$ cat config.mk
export PLATFORM = sky130hd
export DESIGN_NAME = serial_channel_error_flags_and_start
export DESIGN_NICKNAME = d
export VERILOG_FILES = /design/src/core/sch_pkg.sv /design/src/core/serial_channel_error_flags_and_start.sv
export SDC_FILE = /design/constraint.sdc
export NUM_CORES = 1
export LEC_CHECK = 0
export BUFFER_PORTS_ARGS = -buffer_cell sky130_fd_sc_hd__buf_2
export CORE_MARGIN = 2
export CORE_UTILIZATION = 35
export DETAILED_ROUTE_END_ITERATION = 12
export GPL_TIMING_DRIVEN = 0
export MAX_ROUTING_LAYER = met4
export PLACE_DENSITY = 0.62
export SYNTH_ARGS = -nofsm -noshare
export SYNTH_HDL_FRONTEND = slang
export SYNTH_SLANG_ARGS = --single-unit
export TNS_END_PERCENT = 5
$ cat constraint.sdc
create_clock -name ref_clk_i -period 1.8 [get_ports ref_clk_i]
set_clock_uncertainty 0.15 [all_clocks]
set_input_delay 0.18 -clock ref_clk_i [delete_from_list [all_inputs] [get_ports ref_clk_i]]
set_output_delay 0.18 -clock ref_clk_i [all_outputs]
set_load 0.03 [all_outputs]
$ cat src/core/sch_pkg.sv
// Purpose: Constants for the serial channel error flag and start block
// Assumes: Byte-wide register port, 100 MHz clock
// Notes:   Offsets are byte addresses on the register port
package sch_pkg;
  localparam int          NUM_CH         = 2;
  localparam int          ADDR_W         = 20;
  localparam int          DATA_W         = 8;
  // Printed offsets
  localparam logic [19:0] STATUS0_ADDR   = 20'hf0100;
  localparam logic [19:0] STATUS1_ADDR   = 20'hf0102;
  localparam logic [19:0] START_ADDR     = 20'hf0122;
  localparam logic [19:0] ENABLE_ADDR    = 20'hf0120;
  // Offsets without a printed value
  localparam logic [19:0] CLEAR0_ADDR    = 20'hf0108;
  localparam logic [19:0] CLEAR1_ADDR    = 20'hf010a;
  localparam logic [19:0] IRQ_STAT_ADDR  = 20'hf0130;
  localparam logic [19:0] IRQ_MASK_ADDR  = 20'hf0131;
  // Status and clear field positions
  localparam int          OVF_BIT        = 0;
  localparam int          PEF_BIT        = 1;
  localparam int          FEF_BIT        = 2;
  localparam int          BUSY_BIT       = 6;
  // Interrupt status layout: per channel n, bits 3n..3n+2 grouped (framing, parity, overrun)
  localparam int          IRQ_PER_CH     = 3;
  localparam logic [7:0]  RESET_BYTE     = 8'h00;
  typedef enum logic [1:0] {
    CH_IDLE = 2'b00,
    CH_WAIT = 2'b01,
    CH_XFER = 2'b11
  } ch_state_e;
endpackage : sch_pkg

$ cat src/core/serial_channel_error_flags_and_start.sv
// Purpose: Error flags, flag clear and start trigger of two serial channels
// Assumes: Event inputs are one-cycle pulses synchronous to ref_clk_i
// Notes:   Shift engines stay outside; they report events and see state
//
// Functional notes
// RQ1: Writing one to framing clear bit zeroes that framing flag.
// RQ2: Asynchronous reception ending without valid stop bit sets framing flag.
// RQ3: Framing flag exists only on channel one; channel zero lacks it.
// RQ4: Writing one to parity clear bit zeroes that parity flag.
// RQ5: Parity mismatch at asynchronous reception end sets parity flag.
// RQ6: Writing one to overrun clear bit zeroes that overrun flag.
// RQ7: Buffer write over unread data with receive enable sets overrun.
// RQ8: Clocked slave transmit without data in time sets overrun flag.
// RQ9: Writing one to start bit sets enable status, enters wait state.
// RQ10: Start bit clears itself once enable status has become one.
// RQ11: Writing zero to a start bit has no effect.
// RQ12: Software writes the start trigger register only as a whole byte.
// RQ13: Reset clears the start trigger register to zero.
// RQ14: Start register at own address; bits 0,1 per channel, rest zero.
// RQ15: Start during transfer aborts it and returns channel to waiting.
// RQ16: Abort leaves control, shift, pins and error flags unchanged.
// RQ17: Exactly two channels, each with own flags, clears and start bit.
// RQ18: Reads of the flag clear register always return zero.
// RQ19: Flag set in same cycle as its clear wins over the clear.
//
// Design decision made here: the plain strobed port.
`timescale 1ns/1ns
module serial_channel_error_flags_and_start (
  input  wire logic        ref_clk_i,
  input  wire logic        nrst_i,
  input  wire logic [19:0] addr_i,
  input  wire logic [7:0]  wdata_i,
  input  wire logic        wr_i,
  input  wire logic        rd_i,
  output logic      [7:0]  rdata_o,
  input  wire logic [1:0]  receive_enable_bit_i,
  input  wire logic [1:0]  xfer_begin_i,
  input  wire logic [1:0]  xfer_end_i,
  input  wire logic [1:0]  uart_rx_done_i,
  input  wire logic [1:0]  stop_bit_ok_i,
  input  wire logic [1:0]  parity_mismatch_i,
  input  wire logic [1:0]  buffer_full_i,
  input  wire logic [1:0]  buffer_write_i,
  input  wire logic [1:0]  csi_slave_tx_i,
  input  wire logic [1:0]  tx_data_late_i,
  input  wire logic [1:0]  stop_req_i,
  output logic      [1:0]  channel_enable_status_bit_o,
  output logic      [1:0]  abort_o,
  output logic      [1:0]  busy_o,
  output logic             irq_o
);

  typedef struct packed {
    logic [1:0]  start;
    logic [1:0]  enable;
    logic [1:0]  ovf;
    logic [1:0]  pef;
    logic        fef;
    sch_pkg::ch_state_e [1:0] st;
    logic [5:0]  irq_stat;
    logic [5:0]  irq_mask;
    logic [1:0]  abort;
    logic [7:0]  rdata;
  } state_s;

  state_s cur_ff;
  state_s nxt_ff;

  logic [1:0] set_ovf;
  logic [1:0] set_pef;
  logic       set_fef;
  logic [1:0] clr_ovf;
  logic [1:0] clr_pef;
  logic       clr_fef;
  logic [1:0] start_wr;

  // Per channel event decode
  genvar g;
  generate
    for (g = 0; g < sch_pkg::NUM_CH; g++) begin : g_ch
      logic [19:0] clr_addr;
      assign clr_addr = (g == 0) ? sch_pkg::CLEAR0_ADDR
                                 : sch_pkg::CLEAR1_ADDR;
      // RQ7: overrun on buffer overwrite
      // RQ8: overrun on late slave data
      assign set_ovf[g] = (receive_enable_bit_i[g] & buffer_full_i[g]
                           & buffer_write_i[g])
                          | (csi_slave_tx_i[g] & tx_data_late_i[g]);
      // RQ5: parity check result
      assign set_pef[g] = uart_rx_done_i[g] & parity_mismatch_i[g];
      // RQ6: overrun clear decode
      assign clr_ovf[g] = wr_i & (addr_i == clr_addr)
                          & wdata_i[sch_pkg::OVF_BIT];
      // RQ4: parity clear decode
      assign clr_pef[g] = wr_i & (addr_i == clr_addr)
                          & wdata_i[sch_pkg::PEF_BIT];
      // RQ9: start write per bit
      // RQ11: zero bits ignored
      assign start_wr[g] = wr_i & (addr_i == sch_pkg::START_ADDR)
                           & wdata_i[g];
    end
  endgenerate

  // RQ2: missing stop bit, channel one
  // RQ3: framing flag only on channel one
  assign set_fef = uart_rx_done_i[1] & ~stop_bit_ok_i[1];
  // RQ1: framing clear decode
  assign clr_fef = wr_i & (addr_i == sch_pkg::CLEAR1_ADDR)
                   & wdata_i[sch_pkg::FEF_BIT];

  always_comb begin
    logic [5:0] ev;
    ev     = 6'h00;
    nxt_ff = cur_ff;
    for (int i = 0; i < sch_pkg::NUM_CH; i++) begin
      // RQ19: set beats clear
      // RQ16: flags untouched by abort
      nxt_ff.ovf[i] = set_ovf[i] | (cur_ff.ovf[i] & ~clr_ovf[i]);
      nxt_ff.pef[i] = set_pef[i] | (cur_ff.pef[i] & ~clr_pef[i]);
      nxt_ff.abort[i] = 1'b0;
      // RQ10: trigger self clear
      if (cur_ff.start[i] && cur_ff.enable[i]) begin
        nxt_ff.start[i] = 1'b0;
      end
      if (start_wr[i]) begin
        nxt_ff.start[i] = 1'b1;
      end
      if (stop_req_i[i]) begin
        nxt_ff.enable[i] = 1'b0;
        nxt_ff.st[i]     = sch_pkg::CH_IDLE;
      end
      case (cur_ff.st[i])
        sch_pkg::CH_IDLE: begin
          // RQ9: enable and wait
          if (cur_ff.start[i]) begin
            nxt_ff.enable[i] = 1'b1;
            nxt_ff.st[i]     = sch_pkg::CH_WAIT;
          end
        end
        sch_pkg::CH_WAIT: begin
          if (cur_ff.start[i]) begin
            nxt_ff.enable[i] = 1'b1;
          end else if (xfer_begin_i[i] && !stop_req_i[i]) begin
            nxt_ff.st[i] = sch_pkg::CH_XFER;
          end
        end
        sch_pkg::CH_XFER: begin
          // RQ15: abort to wait
          if (cur_ff.start[i]) begin
            nxt_ff.enable[i] = 1'b1;
            nxt_ff.abort[i]  = 1'b1;
            nxt_ff.st[i]     = sch_pkg::CH_WAIT;
          end else if (xfer_end_i[i] && !stop_req_i[i]) begin
            nxt_ff.st[i] = sch_pkg::CH_WAIT;
          end
        end
        default: begin
          nxt_ff.st[i] = sch_pkg::CH_IDLE;
        end
      endcase
    end
    nxt_ff.fef = set_fef | (cur_ff.fef & ~clr_fef);
    ev = {set_ovf[1], set_pef[1], set_fef, set_ovf[0], set_pef[0], 1'b0};
    // Sticky interrupt status, write one to clear, event wins
    for (int j = 0; j < 6; j++) begin
      nxt_ff.irq_stat[j] = ev[j] | (cur_ff.irq_stat[j]
        & ~(wr_i && addr_i == sch_pkg::IRQ_STAT_ADDR && wdata_i[j]));
    end
    if (wr_i && addr_i == sch_pkg::IRQ_MASK_ADDR) begin
      nxt_ff.irq_mask = wdata_i[5:0];
    end
    // Read data valid only the cycle after the strobe
    nxt_ff.rdata = sch_pkg::RESET_BYTE;
    if (rd_i) begin
      case (addr_i)
        sch_pkg::STATUS0_ADDR: begin
          nxt_ff.rdata = {1'b0, cur_ff.st[0] == sch_pkg::CH_XFER, 4'h0,
                          cur_ff.pef[0], cur_ff.ovf[0]};
        end
        sch_pkg::STATUS1_ADDR: begin
          nxt_ff.rdata = {1'b0, cur_ff.st[1] == sch_pkg::CH_XFER, 3'h0,
                          cur_ff.fef, cur_ff.pef[1], cur_ff.ovf[1]};
        end
        // RQ14: start bits, upper zero
        sch_pkg::START_ADDR: begin
          nxt_ff.rdata = {6'h00, cur_ff.start};
        end
        sch_pkg::ENABLE_ADDR: begin
          nxt_ff.rdata = {6'h00, cur_ff.enable};
        end
        sch_pkg::IRQ_STAT_ADDR: begin
          nxt_ff.rdata = {2'h0, cur_ff.irq_stat};
        end
        sch_pkg::IRQ_MASK_ADDR: begin
          nxt_ff.rdata = {2'h0, cur_ff.irq_mask};
        end
        // RQ18: clear register reads zero
        default: begin
          nxt_ff.rdata = sch_pkg::RESET_BYTE;
        end
      endcase
    end
  end

  always_ff @(posedge ref_clk_i) begin
    if (!nrst_i) begin
      // RQ13: trigger reset zero
      cur_ff <= '0;
    end else begin
      cur_ff <= nxt_ff;
    end
  end

  // RQ17: two channel outputs
  assign channel_enable_status_bit_o = cur_ff.enable;
  assign abort_o                     = cur_ff.abort;
  assign busy_o = {cur_ff.st[1] == sch_pkg::CH_XFER,
                   cur_ff.st[0] == sch_pkg::CH_XFER};
  assign rdata_o = cur_ff.rdata;
  // Level interrupt from unmasked sticky bits
  assign irq_o   = |(cur_ff.irq_stat & cur_ff.irq_mask);

endmodule : serial_channel_error_flags_and_start

Word level (Yosys, flattened, before mapping)
Cells that the tools add are included.
{ "op_classes": {"n_reduce_logical": 26, "n_eq_ne": 12, "muxes": 27, "bitwise_logic": 55} }
{ "ops": {"columns": ["cell", "n"], "rows": [
  ["== test 20 bit, second input constant", 8],
  ["one-hot mux 7 bit (6 select lines)", 1],
  ["bitwise AND 1 bit", 30],
  ["two-way mux 2 bit", 12],
  ["logical AND 1 bit", 14],
  ["two-way mux 1 bit", 12],
  ["NOT 1 bit", 12],
  ["bitwise OR 1 bit", 12],
  ["one-hot mux 2 bit (3 select lines)", 2],
  ["bitwise AND 6 bit", 1],
  ["AND reduction 2 bit", 3],
  ["OR reduction 3 bit", 2],
  ["OR reduction 6 bit", 1],
  ["== test 2 x 1 -> 1 bit, second input constant", 2],
  ["== test 2 bit, second input constant", 2],
  ["zero test 2 bit", 2],
  ["nonzero test 2 bit", 2],
  ["zero test 1 bit", 2]
]} }
{ "word_totals": {"inputBits": 54, "wordCells": 133, "ff_bits": 35, "output_inout_bits": 15} }

Depth between registers and ports, before layout
{ "depth": {"word_depth": 6, "mapped_depth": 6} }

Worst setup path before layout
OpenSTA, ideal clock, no wires.
{ "synth_timing": {"path_type": "input -> register", "startpoint": "in addr_i[9]", "endpoint": "reg cur_ff[27] (netlist bit)", "n_path_buf": 1, "t_arrival_ns": 1.694, "setup_time_ns": 0.128, "path_slack_ns": -0.172, "stages": 5, "cell_sequence": "or4b_4 -> buf_6 -> or4b_4 -> nor4_4 -> a31oi_1"} }
{ "synth_between": {"elab_chain_len": 6} }
{ "synth_rtl": {"columns": ["item", "line_no", "rtl"], "rows": [
  ["start: declaration", "serial_channel_error_flags_and_start.sv:31", "input wire logic [19:0] addr_i,"],
  ["== test 20 bit", "serial_channel_error_flags_and_start.sv:95", "assign clr_pef[g] = wr_i & (addr_i == clr_addr)"],
  ["bitwise AND 1 bit", "serial_channel_error_flags_and_start.sv:95", null],
  ["bitwise AND 1 bit", "serial_channel_error_flags_and_start.sv:96", "& wdata_i[sch_pkg::PEF_BIT];"],
  ["NOT 1 bit", "serial_channel_error_flags_and_start.sv:119", "nxt_ff.pef[i] = set_pef[i] | (cur_ff.pef[i] & ~clr_pef[i]);"],
  ["bitwise AND 1 bit", "serial_channel_error_flags_and_start.sv:119", null],
  ["bitwise OR 1 bit", "serial_channel_error_flags_and_start.sv:119", null],
  ["end signal: assignment", "serial_channel_error_flags_and_start.sv:210", "cur_ff <= nxt_ff;"],
  ["end: declaration", "serial_channel_error_flags_and_start.sv:66", "state_s cur_ff;"]
]} }
No other way between the ends.
A chain may end at the register's enable or synchronous reset.

Worst setup path after layout
{ "layout_timing": {"startpoint": "in addr_i[10]", "endpoint": "reg cur_ff[27] (netlist bit)"} }
The elaborated chain is that of the path after synthesis.

==> flow_metrics.py <==
metrics = {
    "yosys": {
        "ys_async_sr_fraction_pct": 0,
        "post_synth_instance_area_um2": 1820,
        "ys_seq_area_share_pct": 37.4,
        "syn_inst": 213,
        "dominant_combinational_cell_family_by_area_after_synthesis": "simple AND/OR/NAND/NOR gates",
        "post_synthesis_share_of_cell_area_spent_on_xor_and_xnor_gates_pct": 0,
        "synth_fp_nets": 267,
        "yosysWarnings": 0,
        "number_of_flops_mapped_to_enable_cells_by_yosys": 0,
        "synthDistinctLibCells": 38,
        "yosys.area_share.adder_pct": 0,
        "synth_flop_cell": "dfxtp_1",
        "synth.mux.area_fraction_pct": 3.09,
        "synth_simple_gate_area_share_pct": 29.8,
        "synth.ff_latch_count": 34,
        "post_synth.cell_area_avg_um2": 8.55,
        "fraction_of_the_mapped_netlist_area_in_compound_gates_pct": 21.6,
    },
    "clock_network": {
        "cts_made_buffers": 5,
        "clock_sinks": 34,
        "insertion_delay_ns": 0.28,
        "clk_pin_slew_worst_paths_ns": 0.06,
        "cts.htree.levels": 2,
        "cts_tree": "done",
        "clk_path_buf_depth": 2,
        "cts-root-buf": "clkbuf_8",
    },
    "route": {
        "drt_iter0_drc": 93,
        "drt_first_pass_iters": 4,
        "routed-via-count": 1904,
        "route.detailed.drc": 0,
        "finalWirelength_um": 4990,
        "via_per_inst": 5.35,
        "antenna_violating_nets_post_route": 0,
        "wire_per_inst_um": 14.0,
    },
    "timing": {
        "timing_worst_slew_pin_value_ns": 0.659,
        "slew-limit-headroom_pct": 55.7,
        "post-route-worst-setup-slack_ns": -0.0386,
        "final.setup.tns_ns": -0.122,
        "final_max_slew_viol_count": 0,
        "fin_crit_ns": 1.84,
        "finalSetupViolCount": 8,
        "hold_viol_final": 0,
        "final_clock_period_utilization_by_the_worst_path_pct": 102,
        "unrepaired_setup_endpoints_after_global_routing": "true",
        "fmax_ghz": 0.544,
    },
    "min_path": {
        "hold_end": "cur_ff[17]",
        "hp-start": "wdata_i[1]",
        "worst_hold_path.num_cells": 2,
        "hold_path_class": "primary input to register",
    },
    "worst_setup_path": {
        "reg2regPathDepth": 3,
        "worst-path-buf-inv": 1,
        "critPathTopFamily": "simple AND/OR/NAND/NOR gates",
        "worst_path_largest_cell_delay_ns": 0.58,
        "startpoint": "addr_i[10]",
        "crit_path_end_kind": "register",
        "r2r_setup_slack_ns": 0.58,
        "crit-reg2reg-launch": "cur_ff[17]",
        "timing.critical_path.cells": "buf_6, or4b_4, or4b_4, nor4_4, a31oi_1",
        "critical_path.max_fanout": 6,
        "worst_path_max_delay_cell": "or4b_4",
        "r2r-end": "rdata_o[1]",
        "critPathLaunchType": "primary input",
        "path_class": "primary input to register",
        "critical_path_required_ns": 1.80,
        "timing.critical_path.arrival_ns": 1.84,
        "critPathMostFrequentCell": "or4b_4",
    },
    "global_route": {
        "grt_max_degree": 11,
        "global_route_wire_length_before_repair_um": 8450,
        "grt_util_all_layers_pct": 18.5,
        "grt_antenna_before_repair": 0,
        "grt_remaining_overflow": 0,
        "vias_in_the_first_global_route": 1803,
    },
    "floorplan": {
        "floorplan.die.height_um": 76.1,
        "placeable_core_region_um2": 5070,
        "rows": 26,
        "starting_density_pct": 35.9,
        "dieWidth_um": 76.1,
        "dieArea_um2": 5800,
        "top_level_ports": 69,
    },
    "cells_and_area": {
        "n_fill_cell": 524,
        "final_cell_mix": "61 x buf_2, 34 x dfxtp_1, 21 x o21ai_0",
        "share_of_layout_cells_above_drive_strength_1_pct": 33.6,
        "nNetsFinal": 340,
        "final-instance-count-excl-fill": 356,
        "n_antenna_cell": 0,
        "layout_commonest_cell": "buf_2",
        "areaGrowthSynthToFinish_pct": 30.6,
    },
    "job": {
        "drv.max_cap_violation_count": 0,
    },
    "placement": {
        "place_congestion": 0.805,
        "numPlacedInstances": 344,
        "pre_cts_slack_ns": -0.513,
        "post-dp-hpwl_um": 3970,
        "io_buffers": 61,
    },
    "status": {
        "status": "complete, but fails checks",
        "failed_checks": "setup timing",
    },
    "power": {
        "total_leakage_power_nw": 0.954,
        "power.density_cell_area_nw_per_um2": 625,
        "worst_ir_drop_vdd_mv": 0.329,
    },
}
[how the worst max path moves through the flow]
stage	endpoint	slack, ns	cells past startpoint
floorplan	cur_ff[27]	-0.17	5
global placement	cur_ff[21]	-0.50	6
detailed placement	cur_ff[21]	-0.51	6
CTS	cur_ff[27]	-0.10	5
global route	cur_ff[29]	-0.08	5
finish	cur_ff[27]	-0.04	5
[what timing repair did]
item	in CTS	in global routing
buffers inserted	1	0
endpoints found under the setup margin	14	22
hold endpoints to repair	6	0
resized for setup	3	5
pin swaps	7	2
hold buffers	5	0
[logic make-up (layout without fill, tap and decap cells)]
logic type / count (synthesis) / count (layout)
AOI/OAI and AO/OA: 62 / 62
buffers and inverters: 24 / 97
DFF: 34 / 34
muxes: 5 / 5
other: 1 / 1
and+or+nand+nor: 87 / 87
[synthesized netlist by cell type, types with 3 or more instances]
cell type	count	area, um^2
dfxtp_1	34	681
o21ai_0	21	105
nor4_1	5	31.3
nand3_1	20	100
clkbuf_1	6	22.5
nor2_1	9	33.8
nand2b_1	7	43.8
nor3_1	4	20.0
nand2_1	7	26.3
and3_1	6	37.5
and2_1	6	37.5
nand4_1	6	37.5
a21oi_1	6	30.0
a21boi_0	12	90.1
inv_1	4	15.0
mux2_2	5	56.3
buf_4	12	90.1
a31oi_1	11	68.8
nor4b_1	3	26.3
a22oi_1	5	37.5
[through the flow]
stage               power [W]  area, um^2  utilization (%)  hold WS, ns
detailed placement   0.000964        2210             43.6        0.249
finish                0.00149        2380             46.9      0.00756
floorplan            0.000869        1820                -        0.131
CTS                   0.00150        2360             46.4      0.00119
global placement     0.000960        2210             43.6        0.244
global route          0.00156        2380             46.9       0.0135
[where the power goes]
part / internal (W) / switching, W
registers: 0.000769 / 0.0000145
clock network: 0.000266 / 0.000259
logic: 0.0000860 / 0.0000917
total: 0.00112 / 0.000365
[final cells by class]
cell class | count | area [um^2] | share of cell area [%]
plain buffers | 19 | 119 | 5.00
clock buffers | 7 | 76.3 | 3.21
inverters | 4 | 15.0 | 0.631
multi-input cells | 155 | 1030 | 43.3
well taps | 70 | 87.6 | 3.68
repair buffers | 67 | 369 | 15.5
flip-flops and latches | 34 | 681 | 28.6
[sequential cells by signal (all words and copies together), names as in the netlist]
signal                       cells
abort_o                          2
channel_enable_status_bit_o      2
rdata_o                          7
cur_ff                          23
[routing by layer]
metal / GRT usage (%) / share of wire (%) / vias to the layer above / routed length (um)
li1: - / - / 941 / -
met3: 3.67 / 6.2 / 7 / 309
met4: 7.27 / 1.4 / 0 / 72
met2: 27.8 / 45 / 69 / 2250
met5: - / 0 / - / 0
met1: 24.6 / 47 / 887 / 2360
[worst reg2reg max path: stages, from the launching register on]
cell	delay, ns
dfxtp_1	0.34
mux2_2	0.27
a22oi_1	0.18
o221ai_1	0.16
Power figures use the tool's default switching activity.
